<file path="src/hw/flash_check_pkg.sv">
package flash_check_pkg;

   // Flash word and address widths
   localparam int ADDR_W = 16;
   localparam int DATA_W = 16;

   // Default flash map, in words
   localparam logic [ADDR_W-1:0] PROG_BASE   = 16'h0000;
   localparam logic [ADDR_W-1:0] PROG_LEN    = 16'h0400;
   localparam logic [ADDR_W-1:0] REF_BASE    = 16'h03c0;
   localparam logic [ADDR_W-1:0] COEF_BASE   = 16'h0400;
   localparam logic [ADDR_W-1:0] COEF_LEN    = 16'h0040;
   localparam logic [ADDR_W-1:0] CAL_BASE    = 16'h0440;
   localparam logic [ADDR_W-1:0] CAL_LEN     = 16'h0040;
   localparam logic [ADDR_W-1:0] UNUSED_BASE = 16'h0480;
   localparam logic [ADDR_W-1:0] UNUSED_LEN  = 16'h0b80;

   // APB register byte offsets
   localparam logic [11:0] RESULT_OFS  = 12'h000;
   localparam logic [11:0] IRQ_STS_OFS = 12'h004;
   localparam logic [11:0] IRQ_CLR_OFS = 12'h008;
   localparam logic [11:0] IRQ_EN_OFS  = 12'h00c;
   localparam logic [11:0] MODE_OFS    = 12'h010;

   // Interrupt bit positions
   localparam int IRQ_DONE  = 0;
   localparam int IRQ_ERR   = 1;
   localparam int IRQ_FIX   = 2;
   localparam int IRQ_W     = 3;

   // Status byte field positions
   localparam int ST_SAT    = 0;
   localparam int ST_CODE   = 1;
   localparam int ST_AUX    = 3;
   localparam int ST_ERR    = 4;
   localparam int ST_ZERO   = 5;
   localparam int ST_LSB    = 6;

   // Failure codes carried in status bits 2:1
   localparam logic [1:0] CODE_PROG   = 2'h1;
   localparam logic [1:0] CODE_CAL    = 2'h3;
   localparam logic [1:0] CODE_COEF   = 2'h2;
   localparam logic [1:0] CODE_UNUSED = 2'h0;

   // Values after reset
   localparam logic [1:0]  MODE_RESET   = 2'h0;
   localparam logic [7:0]  STATUS_RESET = 8'h00;

   typedef enum logic [3:0] {
      S_PROG, S_PROG_END, S_COEF_REF, S_COEF_CUR, S_COEF_WR,
      S_CAL, S_CAL_END, S_UNUSED, S_DONE
   } check_state_e;

endpackage : flash_check_pkg

</file>
<file path="src/hw/sum_if.sv">
`timescale 1ns/100ps
// Running checksum link between sequencer and accumulator
interface sum_if;
   import flash_check_pkg::*;
   logic              clr;
   logic              add;
   logic [DATA_W-1:0] data;
   logic              zero;

   modport seq (output clr, output add, output data, input zero);
   modport acc (input clr, input add, input data, output zero);
endinterface : sum_if

</file>
<file path="src/hw/checksum_acc.sv">
`timescale 1ns/100ps
// Word-wide modular sum; an area passes when its sum is zero
module checksum_acc
   import flash_check_pkg::*;
(
   input  wire logic clk,
   input  wire logic srst,
   sum_if.acc        s
);
   logic [DATA_W-1:0] sum_reg;
   logic [DATA_W-1:0] sum_next;

   // Clear wins over add so a new area starts clean
   assign sum_next = s.clr ? '0 : (s.add ? sum_reg + s.data : sum_reg);
   assign s.zero   = (sum_reg == '0);

   always_ff @(posedge clk) begin
      if (srst) begin
         sum_reg <= '0;
      end else begin
         sum_reg <= sum_next;
      end
   end
endmodule : checksum_acc

</file>
<file path="src/hw/flash_startup_check.sv">
`timescale 1ns/100ps
// How it works
// - Errors are flagged in the status byte; measurement output keeps going.
// - Each startup sums program, calibration areas; checks coefficient area if program passes.
// - Unused flash is scanned; any word not all ones is reported.
// - Coefficients compared to reference only after the program sum passes.
// - Mismatching coefficient words are rewritten from the reference copy.
// - Calibration sum checked after coefficients; its code overrides mismatch.
// - Any of the four failures sets status bit 4.
// - Codes in bits 2:1: program 01, cal 11, coef 10, unused 00.
// - Only highest priority failure is shown: program, cal, coef, unused.
// - Refresh happens despite a cal failure, never after a program failure.
// - With bit 4 clear, bits 2:1 show the active data modes.
// - Bits 7:6 carry measurement LSBs, bit 0 the saturation flag.
module flash_startup_check
   import flash_check_pkg::*;
#(
   parameter logic [ADDR_W-1:0] P_PROG_BASE   = PROG_BASE,
   parameter logic [ADDR_W-1:0] P_PROG_LEN    = PROG_LEN,
   parameter logic [ADDR_W-1:0] P_REF_BASE    = REF_BASE,
   parameter logic [ADDR_W-1:0] P_COEF_BASE   = COEF_BASE,
   parameter logic [ADDR_W-1:0] P_COEF_LEN    = COEF_LEN,
   parameter logic [ADDR_W-1:0] P_CAL_BASE    = CAL_BASE,
   parameter logic [ADDR_W-1:0] P_CAL_LEN     = CAL_LEN,
   parameter logic [ADDR_W-1:0] P_UNUSED_BASE = UNUSED_BASE,
   parameter logic [ADDR_W-1:0] P_UNUSED_LEN  = UNUSED_LEN
)(
   input  wire logic                                  clk,
   input  wire logic                                  srst,
   // APB slave
   input  wire logic                                  psel,
   input  wire logic                                  penable,
   input  wire logic                                  pwrite,
   input  wire logic [11:0]                           paddr,
   input  wire logic [31:0]                           pwdata,
   output logic      [31:0]                           prdata,
   output logic                                       pready,
   output logic                                       pslverr,
   output logic                                       irq,
   // Flash word port, one request outstanding
   output logic                                       flash_req,
   output logic                                       flash_we,
   output logic      [flash_check_pkg::ADDR_W-1:0]    flash_addr,
   output logic      [flash_check_pkg::DATA_W-1:0]    flash_wdata,
   input  wire logic                                  flash_ack,
   input  wire logic [flash_check_pkg::DATA_W-1:0]    flash_rdata,
   // Packet status byte assembly
   input  wire logic [1:0]                            meas_lsbs,
   input  wire logic                                  saturated,
   input  wire logic                                  aux_flag,
   output logic      [7:0]                            packet_status_byte,
   output logic                                       tx_enable
);
   // Reference copy must sit inside the program area it is covered by
   if (P_REF_BASE < P_PROG_BASE ||
       P_REF_BASE + P_COEF_LEN > P_PROG_BASE + P_PROG_LEN ||
       P_PROG_LEN == '0 || P_COEF_LEN == '0 || P_CAL_LEN == '0 ||
       P_UNUSED_LEN == '0) begin : g_map_check
      $error("flash map parameters are inconsistent");
   end

   check_state_e      state_reg, state_next;
   logic [ADDR_W-1:0] idx_reg;
   logic [DATA_W-1:0] ref_reg;
   logic              req_reg, we_reg;
   logic [ADDR_W-1:0] addr_reg;
   logic [DATA_W-1:0] wdata_reg;
   logic              prog_bad_reg, cal_bad_reg, coef_bad_reg, blank_bad_reg;
   logic              done_reg;
   logic              err_reg;
   logic [1:0]        code_reg;
   logic [1:0]        mode_reg;
   logic [IRQ_W-1:0]  irq_sts_reg, irq_en_reg;
   logic [7:0]        status_reg;
   logic [31:0]       prdata_reg;
   logic              pready_reg, pslverr_reg, irq_reg;

   sum_if s ();

   checksum_acc u_acc (
      .clk  (clk),
      .srst (srst),
      .s    (s)
   );

   // Sequencer view of the current access
   logic              got;
   logic              last_prog, last_coef, last_cal, last_unused;
   logic              is_access;
   logic [ADDR_W-1:0] idx_inc;
   logic              any_err;
   logic [1:0]        code_next;

   assign got         = req_reg & flash_ack;
   assign idx_inc     = idx_reg + 1'b1;
   assign last_prog   = (idx_inc == P_PROG_LEN);
   assign last_coef   = (idx_inc == P_COEF_LEN);
   assign last_cal    = (idx_inc == P_CAL_LEN);
   assign last_unused = (idx_inc == P_UNUSED_LEN);
   assign is_access   = (state_reg == S_PROG) || (state_reg == S_COEF_REF) ||
                        (state_reg == S_COEF_CUR) || (state_reg == S_COEF_WR) ||
                        (state_reg == S_CAL) || (state_reg == S_UNUSED);

   // Summed areas feed the accumulator straight from the read data
   assign s.add  = got & ((state_reg == S_PROG) || (state_reg == S_CAL));
   assign s.data = flash_rdata;
   assign s.clr  = (state_reg == S_PROG_END) || (state_reg == S_CAL_END);

   // Area order: program, coefficients, calibration, unused
   always_comb begin
      state_next = state_reg;
      case (state_reg)
         S_PROG: begin
            if (got && last_prog) state_next = S_PROG_END;
         end
         S_PROG_END: begin
            // Coefficients are trusted only against a good reference
            state_next = s.zero ? S_COEF_REF : S_CAL;
         end
         S_COEF_REF: begin
            if (got) state_next = S_COEF_CUR;
         end
         S_COEF_CUR: begin
            if (got && flash_rdata != ref_reg) begin
               state_next = S_COEF_WR;
            end else if (got) begin
               state_next = last_coef ? S_CAL : S_COEF_REF;
            end
         end
         S_COEF_WR: begin
            if (got) state_next = last_coef ? S_CAL : S_COEF_REF;
         end
         S_CAL: begin
            if (got && last_cal) state_next = S_CAL_END;
         end
         S_CAL_END: begin
            state_next = S_UNUSED;
         end
         S_UNUSED: begin
            if (got && last_unused) state_next = S_DONE;
         end
         S_DONE: begin
            state_next = S_DONE;
         end
         default: begin
            state_next = S_PROG;
         end
      endcase
   end

   // Address of the next flash access in each phase
   logic [ADDR_W-1:0] addr_next;
   assign addr_next =
      (state_reg == S_PROG)     ? P_PROG_BASE + idx_reg :
      (state_reg == S_COEF_REF) ? P_REF_BASE + idx_reg :
      (state_reg == S_CAL)      ? P_CAL_BASE + idx_reg :
      (state_reg == S_UNUSED)   ? P_UNUSED_BASE + idx_reg :
                                  P_COEF_BASE + idx_reg;

   // Flash request: raise when idle in an access phase, drop on ack
   always_ff @(posedge clk) begin
      if (srst) begin
         req_reg   <= 1'b0;
         we_reg    <= 1'b0;
         addr_reg  <= '0;
         wdata_reg <= '0;
      end else if (req_reg) begin
         if (flash_ack) req_reg <= 1'b0;
      end else if (is_access) begin
         req_reg   <= 1'b1;
         we_reg    <= (state_reg == S_COEF_WR);
         addr_reg  <= addr_next;
         wdata_reg <= ref_reg;
      end
   end

   // Word index within the current area
   always_ff @(posedge clk) begin
      if (srst) begin
         idx_reg <= '0;
      end else if (state_reg == S_PROG_END || state_reg == S_CAL_END) begin
         idx_reg <= '0;
      end else if (got && state_reg != S_COEF_REF &&
                   !(state_reg == S_COEF_CUR && flash_rdata != ref_reg)) begin
         idx_reg <= (state_next != state_reg &&
                     state_next != S_COEF_REF) ? '0 : idx_inc;
      end
   end

   // Failure flags, each set once and held until reset
   always_ff @(posedge clk) begin
      if (srst) begin
         state_reg     <= S_PROG;
         ref_reg       <= '0;
         prog_bad_reg  <= 1'b0;
         cal_bad_reg   <= 1'b0;
         coef_bad_reg  <= 1'b0;
         blank_bad_reg <= 1'b0;
      end else begin
         state_reg <= state_next;
         if (got && state_reg == S_COEF_REF) ref_reg <= flash_rdata;
         if (state_reg == S_PROG_END && !s.zero) prog_bad_reg <= 1'b1;
         if (state_reg == S_CAL_END && !s.zero) cal_bad_reg <= 1'b1;
         if (got && state_reg == S_COEF_CUR && flash_rdata != ref_reg) begin
            coef_bad_reg <= 1'b1;
         end
         if (got && state_reg == S_UNUSED && flash_rdata != '1) begin
            blank_bad_reg <= 1'b1;
         end
      end
   end

   // Priority encoder for the reported failure
   assign any_err = prog_bad_reg | cal_bad_reg | coef_bad_reg |
                    blank_bad_reg;
   assign code_next = prog_bad_reg ? CODE_PROG :
                      cal_bad_reg  ? CODE_CAL :
                      coef_bad_reg ? CODE_COEF : CODE_UNUSED;

   // Result latched once at the end of the scan, fixed until reset
   always_ff @(posedge clk) begin
      if (srst) begin
         done_reg <= 1'b0;
         err_reg  <= 1'b0;
         code_reg <= CODE_UNUSED;
      end else if (state_reg == S_DONE && !done_reg) begin
         done_reg <= 1'b1;
         err_reg  <= any_err;
         code_reg <= code_next;
      end
   end

   // Packet status byte; data keeps flowing with errors shown
   logic [7:0] status_next;
   assign status_next[ST_LSB +: 2]  = meas_lsbs;
   assign status_next[ST_ZERO]      = 1'b0;
   assign status_next[ST_ERR]       = err_reg;
   assign status_next[ST_AUX]       = aux_flag;
   assign status_next[ST_CODE +: 2] = err_reg ? code_reg : mode_reg;
   assign status_next[ST_SAT]       = saturated;

   always_ff @(posedge clk) begin
      if (srst) begin
         status_reg <= STATUS_RESET;
      end else begin
         status_reg <= status_next;
      end
   end

   // APB decode
   logic       setup, wr_en;
   logic       hit_res, hit_sts, hit_clr, hit_en, hit_mode, hit_any;
   logic [31:0] rd_mux;

   assign setup    = psel & ~penable;
   assign wr_en    = psel & penable & pready_reg & pwrite;
   assign hit_res  = (paddr == RESULT_OFS);
   assign hit_sts  = (paddr == IRQ_STS_OFS);
   assign hit_clr  = (paddr == IRQ_CLR_OFS);
   assign hit_en   = (paddr == IRQ_EN_OFS);
   assign hit_mode = (paddr == MODE_OFS);
   assign hit_any  = hit_res | hit_sts | hit_clr | hit_en | hit_mode;

   always_comb begin
      rd_mux = '0;
      if (hit_res) begin
         rd_mux = {24'h000000, blank_bad_reg, coef_bad_reg, cal_bad_reg,
                   prog_bad_reg, code_reg, err_reg, done_reg};
      end else if (hit_sts) begin
         rd_mux = {{(32-IRQ_W){1'b0}}, irq_sts_reg};
      end else if (hit_en) begin
         rd_mux = {{(32-IRQ_W){1'b0}}, irq_en_reg};
      end else if (hit_mode) begin
         rd_mux = {30'h00000000, mode_reg};
      end
   end

   // No wait state: answer registered during the setup cycle
   always_ff @(posedge clk) begin
      if (srst) begin
         pready_reg  <= 1'b0;
         pslverr_reg <= 1'b0;
         prdata_reg  <= '0;
      end else begin
         pready_reg  <= setup;
         pslverr_reg <= setup & ~hit_any;
         prdata_reg  <= (setup & ~pwrite) ? rd_mux : '0;
      end
   end

   // Writable controls; mode bits show when no error is latched
   always_ff @(posedge clk) begin
      if (srst) begin
         mode_reg   <= MODE_RESET;
         irq_en_reg <= '0;
      end else if (wr_en) begin
         if (hit_mode) mode_reg <= pwdata[1:0];
         if (hit_en) irq_en_reg <= pwdata[IRQ_W-1:0];
      end
   end

   // Sticky events; a new event outranks a clear in the same cycle
   logic [IRQ_W-1:0] irq_set, irq_clr;
   logic             fin;
   assign fin = (state_reg == S_DONE) & ~done_reg;
   assign irq_set[IRQ_DONE] = fin;
   assign irq_set[IRQ_ERR]  = fin & any_err;
   assign irq_set[IRQ_FIX]  = got & (state_reg == S_COEF_WR);
   assign irq_clr = (wr_en & hit_clr) ? pwdata[IRQ_W-1:0] : '0;

   always_ff @(posedge clk) begin
      if (srst) begin
         irq_sts_reg <= '0;
         irq_reg     <= 1'b0;
      end else begin
         irq_sts_reg <= (irq_sts_reg & ~irq_clr) | irq_set;
         irq_reg     <= |(((irq_sts_reg & ~irq_clr) | irq_set) & irq_en_reg);
      end
   end

   assign prdata             = prdata_reg;
   assign pready             = pready_reg;
   assign pslverr            = pslverr_reg;
   assign irq                = irq_reg;
   assign flash_req          = req_reg;
   assign flash_we           = we_reg;
   assign flash_addr         = addr_reg;
   assign flash_wdata        = wdata_reg;
   assign packet_status_byte = status_reg;
   assign tx_enable          = done_reg;
endmodule : flash_startup_check

</file>
<file path="config.mk">
export PLATFORM = sky130hd
export DESIGN_NAME = flash_startup_check
export DESIGN_NICKNAME = d
export VERILOG_FILES = /design/src/hw/flash_check_pkg.sv /design/src/hw/sum_if.sv /design/src/hw/checksum_acc.sv /design/src/hw/flash_startup_check.sv
export SDC_FILE = /design/constraint.sdc
export NUM_CORES = 1
export LEC_CHECK = 0
export ABC_AREA = 1
export BUFFER_PORTS_ARGS = -buffer_cell sky130_fd_sc_hd__clkbuf_2
export CORE_MARGIN = 3
export CORE_UTILIZATION = 25
export DETAILED_ROUTE_END_ITERATION = 10
export HOLD_SLACK_MARGIN = 0.02
export PLACE_DENSITY = 0.51
export SLEW_MARGIN = 20
export SYNTH_ARGS = -nofsm -noshare
export SYNTH_HDL_FRONTEND = slang
export SYNTH_SLANG_ARGS = --single-unit
</file>
<file path="constraint.sdc">
create_clock -name clk -period 2.64 [get_ports clk]
set_input_delay 0.264 -clock clk [delete_from_list [all_inputs] [get_ports clk]]
set_output_delay 0.264 -clock clk [all_outputs]
set_load 0.02 [all_outputs]
</file>
==> metrics.md, run 1 <==
| Metric | Value |
|---|---|
| Layout cells sized above 1 | `21.8%` |
| Finished Core Util | `32.8%` |
| Pleak | `0.00392 uW` |
| Syn_area_per_cell | `6.83 sq um` |
| Critical path's slowest cell | `dfxtp_2` |
| FP Rows | `60` |
| Overflow after GRT | `0` |
| PwrDens | `534 nW/um^2` |
| Syn Inst Count | `1,013` |
| Kind of cell adding the most delay to the critical path | `simple AND/OR/NAND/NOR gates` |
| Arr. time, crit path | `3.01 ns` |
| Most common cell after layout, fill and taps aside | `nand2_1` |
| Final setup fails | `7` |
| CP cell instances | `ha_4 > nand2_4 > nor2_4 > nand3_2 > nand2_2 > nand2_4 > nor2_4 > nand2_2 > nor2_4 > nand2_4 > a21oi_4 > nand2_2 > nor3_4 > nand3_4 > nand2_8 > nand2_2 > a21oi_2` |
| Final Hold Fails | `0` |
| CTS sink count | `120` |
| Post-synthesis register bit count | `120` |
| Initial Util | `25.5%` |
| Clock Skew | `0.00724 ns` |
| Library cells used by synthesis | `50` |
| Fin cells | `1,535` |
| Vias in the first global route | `6,233` |
| Wire per inst | `13.4 um` |
| Ant diodes | `0` |
| Die footprint | `29,700 sq um` |
| Fin crit share | `101%` |
| Setup TNS | `-0.0854 ns` |
| Worst-Margin Slew | `0.680 ns` |
| Port buffer count | `93` |
| Seq/Total Area, Yosys | `34.7%` |
| Placed cell count | `1,491` |
| Die Wd | `172 um` |
| Vias | `6,822` |
| Max Cap Viol | `0` |
| Crit Path Class | `register to register` |
| 1st-iter DRT viols | `416` |
| Detailed Routing Iterations Pass 1 | `5` |
| Largest net degree at the start of global routing | `47` |
| Area grow syn2layout | `28.5%` |
| Commonest non-fill, non-tap cells in the layout | `nand2_1, nor2_1, inv_1` |
| Total wire length | `20,600 um` |
| Vias per Instance | `4.44` |
| Die H | `172 um` |
| # IOs | `148` |
| CP endpoint kind | `register` |
| Root buf cell | `clkbuf_16` |
| Gpl congestion | `0.872` |
| First-pass GRT wire length | `32,600 um` |
| CTS tree | `done` |
| Critical Path Fanout Max | `8` |
| Worst setup margin | `-0.0171 ns` |
| Fmax | `376 MHz` |
| DRC | `0` |
| Worst slack at placement | `0.00424 ns` |
| RSZ-0062 raised after global routing | `yes` |
| Max-slew headroom | `54.3%` |
| Tightest Hold Check Type | `input port to register` |
| Worst path bufs/invs | `0` |
| Core Area | `27,100 sq um` |
| Post-synth design cell area | `6920 sq um` |
| CP dominant cell by count | `nand2_2` |
| Req. time, crit path | `2.99 ns` |
| Clock-pin slew on the worst setup and hold paths | `0.06 ns` |
| Total GRT Usage | `13.9%` |
| Max-slew violations | `0` |
| Worst path max stage delay | `0.35 ns` |
| Startpoint Class | `register` |
| Fin nets | `1,245` |
| Max VDD drop | `310 uV` |
| Failing checks | `negative setup slack` |
| Number of routed nets with antenna violations | `0` |
| Worst skew pair latency | `0.42 ns` |
| Tmin final | `2.66 ns` |
| YS warnings | `0` |
| HPWL Detailed | `15,500 um` |
| Outcome | `complete, but fails checks` |
| Antenna violations before repair | `0` |
| Longest Clk Path Bufs | `2` |
| CTS Buf Count | `17` |
| H-tree lvl count | `4` |
-- through the flow --
| step | total power (uW) | instance area [sq um] | hold slack [ns] |
|---|---|---|---|
| floorplan | 2320 | 7010 | 0.371 |
| global placement | 2490 | 7980 | 0.449 |
| detailed placement | 2490 | 7980 | 0.449 |
| CTS | 4810 | 8660 | 0.0779 |
| global route | 4970 | 8890 | 0.0893 |
| finish | 4750 | 8890 | 0.0904 |
-- metal layers --
metal	part of all wire (%)	track usage, %	vias up
met4	1.1	3.30	0
li1	-	-	3534
met1	51	19.8	3119
met3	4.6	3.18	17
met5	0	0	-
met2	43	21.3	152
-- what timing repair did --
item / 4_1_cts / 5_1_grt
gates cloned: 1 / 0
pin swaps: 4 / 22
hold endpoints to repair: 4 / 0
endpoints found under the setup margin: 6 / 16
gates resized for setup: 11 / 47
setup buffers: 2 / 5
hold buffers: 4 / 0
-- power breakdown --
| group | switching (uW) | total [uW] | leakage, uW | internal (uW) |
|---|---|---|---|---|
| clock | 879 | 2290 | 0.000265 | 1410 |
| sequential | 33.0 | 1900 | 0.000980 | 1860 |
| combinational | 361 | 560 | 0.00267 | 199 |
-- cells by family after synthesis --
kind of cell,after synthesis,share of synthesized area (%)
adders and majority gates,25,4.63
DFF,120,34.7
xor gates and xnor gates,29,3.67
and+or+nand+nor,433,27.0
other,1,0.0542
AOI/OAI and AO/OA,224,18.5
buffers and inverters,181,11.5
-- path summary, 6_finish.rpt --
check | to | from | slack (ns) | cells past startpoint
max | idx_reg[0]$_SDFFE_PP0P_ | idx_reg[1]$_SDFFE_PP0P_ | -0.02 | 17
min | mode_reg[0]$_SDFFE_PP0P_ | pwdata[0] | 0.09 | 3
max reg2reg | idx_reg[0]$_SDFFE_PP0P_ | idx_reg[1]$_SDFFE_PP0P_ | -0.02 | 17
min reg2reg | packet_status_byte[2]$_SDFF_PP0_ | err_reg$_SDFFE_PP0P_ | 0.46 | 1
-- synth_stat cells (all sizes together) --
cell / n / area share (%)
a211oi: 3 / 0.33
a21o: 3 / 0.33
a21oi: 92 / 7.1
a221oi: 3 / 0.38
a31oi: 4 / 0.36
a41oi: 1 / 0.13
buf: 32 / 3.4
clkbuf: 24 / 1.3
clkinv: 2 / 0.11
conb: 1 / 0.054
dfxtp: 120 / 35
fa: 1 / 0.29
ha: 24 / 4.3
inv: 123 / 6.7
nand2: 184 / 10
nand3: 49 / 3.8
nand3b: 1 / 0.11
nand4: 16 / 1.4
nor2: 164 / 9.6
nor3: 12 / 0.94
nor3b: 2 / 0.22
nor4: 2 / 0.18
o2111ai: 2 / 0.25
o211ai: 9 / 0.98
o21a: 1 / 0.11
o21ai: 88 / 6.4
o21bai: 8 / 0.87
o221a: 1 / 0.16
o221ai: 5 / 0.63
o22ai: 1 / 0.091
o31ai: 1 / 0.11
o32ai: 1 / 0.13
o41ai: 1 / 0.13
or2: 1 / 0.091
or3: 1 / 0.091
or4: 1 / 0.11
xnor2: 3 / 0.38
xor2: 26 / 3.3
-- worst register-to-register path, delay by kind of cell, from the launching register on --
kind                     cells  cell delay (ns)
flip-flops                   1             0.35
AO/OA/AOI/OAI                2             0.32
AND/OR/NAND/NOR             14             1.74
adder cells (fa/ha/maj)      1             0.17
-- final cells by class --
class | count | area [sq um]
Timing Repair Buffer | 149 | 921
Sequential cell | 120 | 2410
Inverter | 125 | 469
Clock inverter | 11 | 125
Fill cell | 2956 | 18200
Clock buffer | 21 | 450
Multi-Input combinational cell | 737 | 4040
Tap cell | 372 | 465
Power figures use the tool's default switching activity.
==> inputs of run 2 (changes only) <==
--- a/config.mk
+++ b/config.mk
@@ -10,6 +10,7 @@
 export CORE_MARGIN = 3
 export CORE_UTILIZATION = 25
 export DETAILED_ROUTE_END_ITERATION = 10
+export GPL_TIMING_DRIVEN = 0
 export HOLD_SLACK_MARGIN = 0.02
 export PLACE_DENSITY = 0.51
 export SLEW_MARGIN = 20
==> constraint.sdc (replaced) <==
create_clock -name clk -period 2.64 [get_ports clk]
set_input_delay 0.264 -clock clk [delete_from_list [all_inputs] [get_ports clk]]
set_output_delay 0.264 -clock clk [all_outputs]
set_load 0.005 [all_outputs]
==> run 2 against run 1 <==
Compared with the run above: the run still ends with negative setup slack left; setup slack worse by 0.011 ns; first-iteration DRC count up 11%; die area unchanged; register-to-register slack hardly changed; sequential cell count did not move; fmax decreased by 0.40%; critical path depth rose by 3; clock power barely moved; worst hold slack got worse by 0.057 ns; cell count increased by 0.91%; wire length increased by 7.0%; largest cell class unchanged.
==> metrics.md, run 2 (same netlist as run 1, synthesis figures left out) <==
| Metric | Value |
|---|---|
| H-tree lvl count | `4` |
| Max-slew headroom | `46.6%` |
| CTS Buf Count | `17` |
| Hold slack | `0.0334 ns` |
| Worst Setup SP | `idx_reg[0]$_SDFFE_PP0P_` |
| Setup TNS | `-0.0474 ns` |
| Clk pwr share | `48.5%` |
| Layout cells sized above 1 | `23.1%` |
| CTS sink count | `120` |
| Fmax | `375 MHz` |
| Initial Util | `25.5%` |
| Gpl congestion | `0.888` |
| FP Rows | `60` |
| Die H | `172 um` |
| CTS tree | `done` |
| Root buf cell | `clkbuf_16` |
| Tmin final | `2.67 ns` |
| WHS Path Cells | `3` |
| Area after DPL | `7940 sq um` |
| Total power | `4700 uW` |
| Longest Clk Path Bufs | `2` |
| Clock Skew | `0.00955 ns` |
| Final Hold Fails | `0` |
| Clock-pin slew on the worst setup and hold paths | `0.06 ns` |
| Total wire length | `22,000 um` |
| Pleak | `0.00395 uW` |
| Pint | `3460 uW` |
| Overflow after GRT | `0` |
| Antenna violations before repair | `0` |
| Final setup fails | `4` |
| Sw frac | `26.3%` |
| Commonest non-fill, non-tap cells in the layout | `nand2_1, nor2_1, inv_1` |
| Fin nets | `1,260` |
| Wire per inst | `14.2 um` |
| Switching power | `1240 uW` |
| HPWL Detailed | `16,800 um` |
| CP endpoint kind | `register` |
| Max Cap Viol | `0` |
| DRC | `0` |
| Port buffer count | `93` |
| Worst skew pair latency | `0.42 ns` |
| Logic pwr share | `11.1%` |
| Critical Path Fanout Max | `6` |
| Worst slack at placement | `-0.317 ns` |
| Most common cell after layout, fill and taps aside | `nand2_1` |
| Hold_sp | `meas_lsbs[1]` |
| Vias in the first global route | `6,366` |
| Tightest Hold Check Type | `input port to register` |
| Arr. time, crit path | `3.00 ns` |
| Max VDD drop | `446 uV` |
| Crit Path Class | `register to register` |
| First-pass GRT wire length | `34,000 um` |
| Sequential share of power | `40.4%` |
| Vias per Instance | `4.49` |
| Startpoint Class | `register` |
| Total GRT Usage | `14.6%` |
| Outcome | `complete, but fails checks` |
| Area grow syn2layout | `29.6%` |
| Register-to-Register Path Depth | `20` |
| Worst setup margin | `-0.0278 ns` |
| Worst-Margin Slew | `0.801 ns` |
| Largest net degree at the start of global routing | `17` |
| PwrDens | `524 nW/um^2` |
| Final instance area | `8960 sq um` |
| RSZ-0062 raised after global routing | `yes` |
| Ant diodes | `0` |
| Max-slew violations | `0` |
| Detailed Routing Iterations Pass 1 | `5` |
| Failing checks | `negative setup slack` |
| Die Wd | `172 um` |
| Number of routed nets with antenna violations | `0` |
| 1st-iter DRT viols | `460` |
| Sequential standard cell area | `2420 sq um` |
| Core Area | `27,100 sq um` |
| Die footprint | `29,700 sq um` |
| Fin crit share | `101%` |
| FILL cells | `2,954` |
| Vias | `6,958` |
| Multi-input gate area | `4080 sq um` |
| R2r startpoint | `idx_reg[0]$_SDFFE_PP0P_` |
| Req. time, crit path | `2.98 ns` |
| # IOs | `148` |
run 2: changes by cell type in the layout (fill, tap and decap cells not counted), sizes merged:
| cell | previous run | this run |
|---|---|---|
| clkbuf | 114 | 134 |
| buf | 52 | 48 |
| nand2 | 185 | 184 |
| inv | 123 | 125 |
| clkinv | 6 | 8 |
| dlygate4sd3 | 4 | 1 |
| clkinvlp | 5 | 3 |
run 2: metrics by stage:
stage                     instances  utilization, %
after global placement         1502            29.3
after floorplan                1037               -
after detailed placement       1502            29.3
after CTS                      1536            31.8
after global routing           1549            33.1
final                          1549            33.1
run 2: routing by layer:
metal	track usage, %	part of all wire, %
met2	22.2	44
met3	2.99	5.4
met5	0	0
met4	3.85	0.88
met1	20.9	50
run 2: cell type report:
type                    instances  area share (%)
plain buffers                  56            3.81
clock buffers                  18            4.90
clock inverters                13            1.45
inverters                     125            5.23
multi-input cells             736            45.5
flip-flops and latches        120            27.0
well taps                     372            5.19
repair buffers                109            6.88
run 2: power by group through the flow:
stage | combinational, uW | sequential [uW] | clock [uW]
after global placement | 507 | 1940 | 0
after detailed placement | 507 | 1940 | 0
final | 522 | 1900 | 2280
after global routing | 594 | 1910 | 2410
after floorplan | 320 | 1940 | 0
after CTS | 512 | 1900 | 2330
run 2: worst paths after layout:
check	endpoint	slack, ns
max reg2reg	idx_reg[1]$_SDFFE_PP0P_	-0.03
max	idx_reg[1]$_SDFFE_PP0P_	-0.03
min reg2reg	packet_status_byte[2]$_SDFF_PP0_	0.46
min	packet_status_byte[7]$_SDFF_PP0_	0.03
run 2: timing repair:
item | in CTS | in global routing
cloned | 0 | 1
hold endpoints to repair | 0 | 1
setup buffers | 3 | 11
setup endpoints to repair | 38 | 68
hold buffers | 0 | 1
resized for setup | 29 | 75
pin swaps | 2 | 13
run 2: worst max-delay path, stage by stage, from the launching register on:
cell and delay [ns]:
dfxtp_4 0.38, ha_4 0.18, nand2_4 0.07, nor2_4 0.23
nand3_2 0.09, nand2_2 0.08, nand2_2 0.08, nor2_4 0.12
nand2_1 0.10, nor2_4 0.13, nand2_4 0.08, a21oi_4 0.16
nand2_1 0.11, nand2_1 0.07, nand2_1 0.06, inv_2 0.05
nand3_2 0.09, nand2_4 0.15, clkbuf_16 0.18, nand2_1 0.06
a21oi_2 0.11
==> inputs of run 3 (changes only) <==
--- a/config.mk
+++ b/config.mk
@@ -12,7 +12,8 @@
 export DETAILED_ROUTE_END_ITERATION = 10
 export GPL_TIMING_DRIVEN = 0
 export HOLD_SLACK_MARGIN = 0.02
-export PLACE_DENSITY = 0.51
+export PLACE_DENSITY = 0.52
+export REMOVE_ABC_BUFFERS = 1
 export SLEW_MARGIN = 20
 export SYNTH_ARGS = -nofsm -noshare
 export SYNTH_HDL_FRONTEND = slang
==> constraint.sdc (replaced) <==
create_clock -name clk -period 2.4 [get_ports clk]
set_input_delay 0.24 -clock clk [delete_from_list [all_inputs] [get_ports clk]]
set_output_delay 0.24 -clock clk [all_outputs]
set_load 0.005 [all_outputs]
==> run 3 against run 2 <==
Compared with the run above: the run still ends with negative setup slack left; die area stayed put; cell area is 0.27% higher; via count is 0.36% lower; wire length is 1.9% lower; sequential cell count stayed put; highest routed layer unchanged.
==> metrics.md, run 3 (same netlist as run 1, synthesis figures left out) <==
| Metric | Value |
|---|---|
| Outcome | `complete, but fails checks` |
| Failing checks | `negative setup slack` |
| Tmin final | `2.60 ns` |
| Final instance area | `8990 sq um` |
| Max-slew violations | `0` |
| Die footprint | `29,700 sq um` |
| Tightest Hold Check Type | `input port to register` |
| Number of routed nets with antenna violations | `0` |
| Vias per Instance | `4.58` |
| Total GRT Usage | `14.5%` |
| HPWL Detailed | `15,000 um` |
| Final setup fails | `16` |
| FILL cells | `2,945` |
| PwrDens | `578 nW/um^2` |
| Wire per inst | `14.3 um` |
| Detailed Routing Iterations Pass 1 | `5` |
| Worst-Margin Slew | `0.702 ns` |
| Req. time, crit path | `2.74 ns` |
| Max-slew headroom | `53.2%` |
| Vias in the first global route | `6,452` |
| Die Wd | `172 um` |
| Worst slack at placement | `-0.974 ns` |
| Fin crit share | `108%` |
| Clock-pin slew on the worst setup and hold paths | `0.06 ns` |
| Most common cell after layout, fill and taps aside | `nand2_1` |
| CP endpoint kind | `register` |
| Worst setup margin | `-0.196 ns` |
| CTS Buf Count | `17` |
| CTS tree | `done` |
| Largest net degree at the start of global routing | `35` |
| Multi-input gate area | `4230 sq um` |
| Vias | `6,933` |
| Fin nets | `1,225` |
| Die H | `172 um` |
| Core Area | `27,100 sq um` |
| Ant diodes | `0` |
| Critical path's slowest cell | `dfxtp_4` |
| FP Rows | `60` |
| Worst path bufs/invs | `0` |
| Worst skew pair latency | `0.43 ns` |
| 1st-iter DRT viols | `489` |
| Max VDD drop | `424 uV` |
| DRC | `0` |
| Pleak | `0.00386 uW` |
| Arr. time, crit path | `2.93 ns` |
| Layout cells sized above 1 | `24.7%` |
| Area after DPL | `7690 sq um` |
| Port buffer count | `93` |
| Total wire length | `21,600 um` |
| Longest Clk Path Bufs | `2` |
| Initial Util | `25.5%` |
| Met3 routed WL | `1060 um` |
| RSZ-0062 raised after global routing | `yes` |
| Overflow after GRT | `0` |
| Root buf cell | `clkbuf_16` |
| Crit Path Class | `register to register` |
| Final Hold Fails | `0` |
| Antenna violations before repair | `0` |
| Area grow syn2layout | `30.0%` |
| Gpl congestion | `0.848` |
| WL met1 | `10,600 um` |
| Critical Path Fanout Max | `8` |
| Clock Skew | `0.0130 ns` |
| Sequential standard cell area | `2440 sq um` |
| H-tree lvl count | `4` |
| Startpoint Class | `register` |
| DR top layer | `met4` |
| CP cell instances | `ha_4 > nand2_4 > nor2_4 > nand3_1 > nand2_2 > nand3_2 > nor2_4 > nand2_4 > a21oi_4 > nand2_2 > nor3_4 > nand3_4 > nand2_8 > nand2_1 > a21oi_1` |
| # IOs | `148` |
| Worst path max stage delay | `0.38 ns` |
| Commonest non-fill, non-tap cells in the layout | `nand2_1, nor2_1, inv_1` |
| Met2 WL post-DR | `9650 um` |
| Max Cap Viol | `0` |
| First-pass GRT wire length | `33,900 um` |
| Fmax | `385 MHz` |
| Kind of cell adding the most delay to the critical path | `simple AND/OR/NAND/NOR gates` |
| CTS sink count | `120` |
-- run 3: worst min-delay path, stage by stage --
cell and delay, ns:
clkbuf_2 0.09, nand3_1 0.09, inv_1 0.05
-- run 3: power by group --
group / internal, uW / switching [uW]
logic: 216 / 345
registers: 2040 / 39.6
clock network: 1470 / 1080
-- run 3: final timing paths --
check	startpoint	to	slack, ns	cells after the start
min	psel	pready$_SDFF_PP0_	0.11	3
min reg2reg	err_reg$_SDFFE_PP0P_	packet_status_byte[2]$_SDFF_PP0_	0.45	1
max reg2reg	idx_reg[0]$_SDFFE_PP0P_	idx_reg[9]$_SDFFE_PP0P_	-0.20	15
max	idx_reg[0]$_SDFFE_PP0P_	idx_reg[9]$_SDFFE_PP0P_	-0.20	15
-- run 3: cell type report --
| class | instances | area share [%] |
|---|---|---|
| clock buffer | 18 | 4.89 |
| clock inverter | 14 | 1.53 |
| inverter | 125 | 5.40 |
| multi-input combinational | 739 | 47.0 |
| sequential | 120 | 27.1 |
| tap | 372 | 5.18 |
| timing repair buffer | 125 | 8.65 |
| timing repair inverter | 2 | 0.167 |
-- run 3: repair_timing --
| action | 4_1_cts | 5_1_grt |
|---|---|---|
| hold buffers | 4 | 0 |
| gates cloned | 5 | 0 |
| setup buffers | 17 | 8 |
| hold endpoints to repair | 4 | 0 |
| gates resized for setup | 66 | 61 |
| pin swaps | 18 | 23 |
| setup endpoints to repair | 68 | 42 |
-- run 3: metrics by stage --
| step | hold slack [ns] | total power (uW) | std cells | setup TNS [ns] | util [%] |
|---|---|---|---|---|---|
| after CTS | 0.0982 | 5260 | 1507 | -3.71 | 32.1 |
| after detailed placement | 0.440 | 2650 | 1449 | -31.46 | 28.4 |
| after global placement | 0.442 | 2640 | 1446 | -128.53 | 28.1 |
| after global routing | 0.117 | 5410 | 1515 | -5.62 | 33.2 |
| after floorplan | 0.309 | 2440 | 981 | -16.16 | - |
| final | 0.106 | 5200 | 1515 | -2.71 | 33.2 |
-- run 3: per-layer routing --
layer | vias to the layer above | GRT usage [%]
li1 | 3514 | -
met5 | - | 0
met4 | 0 | 4.76
met2 | 204 | 22.8
met3 | 27 | 2.58
met1 | 3188 | 20.2
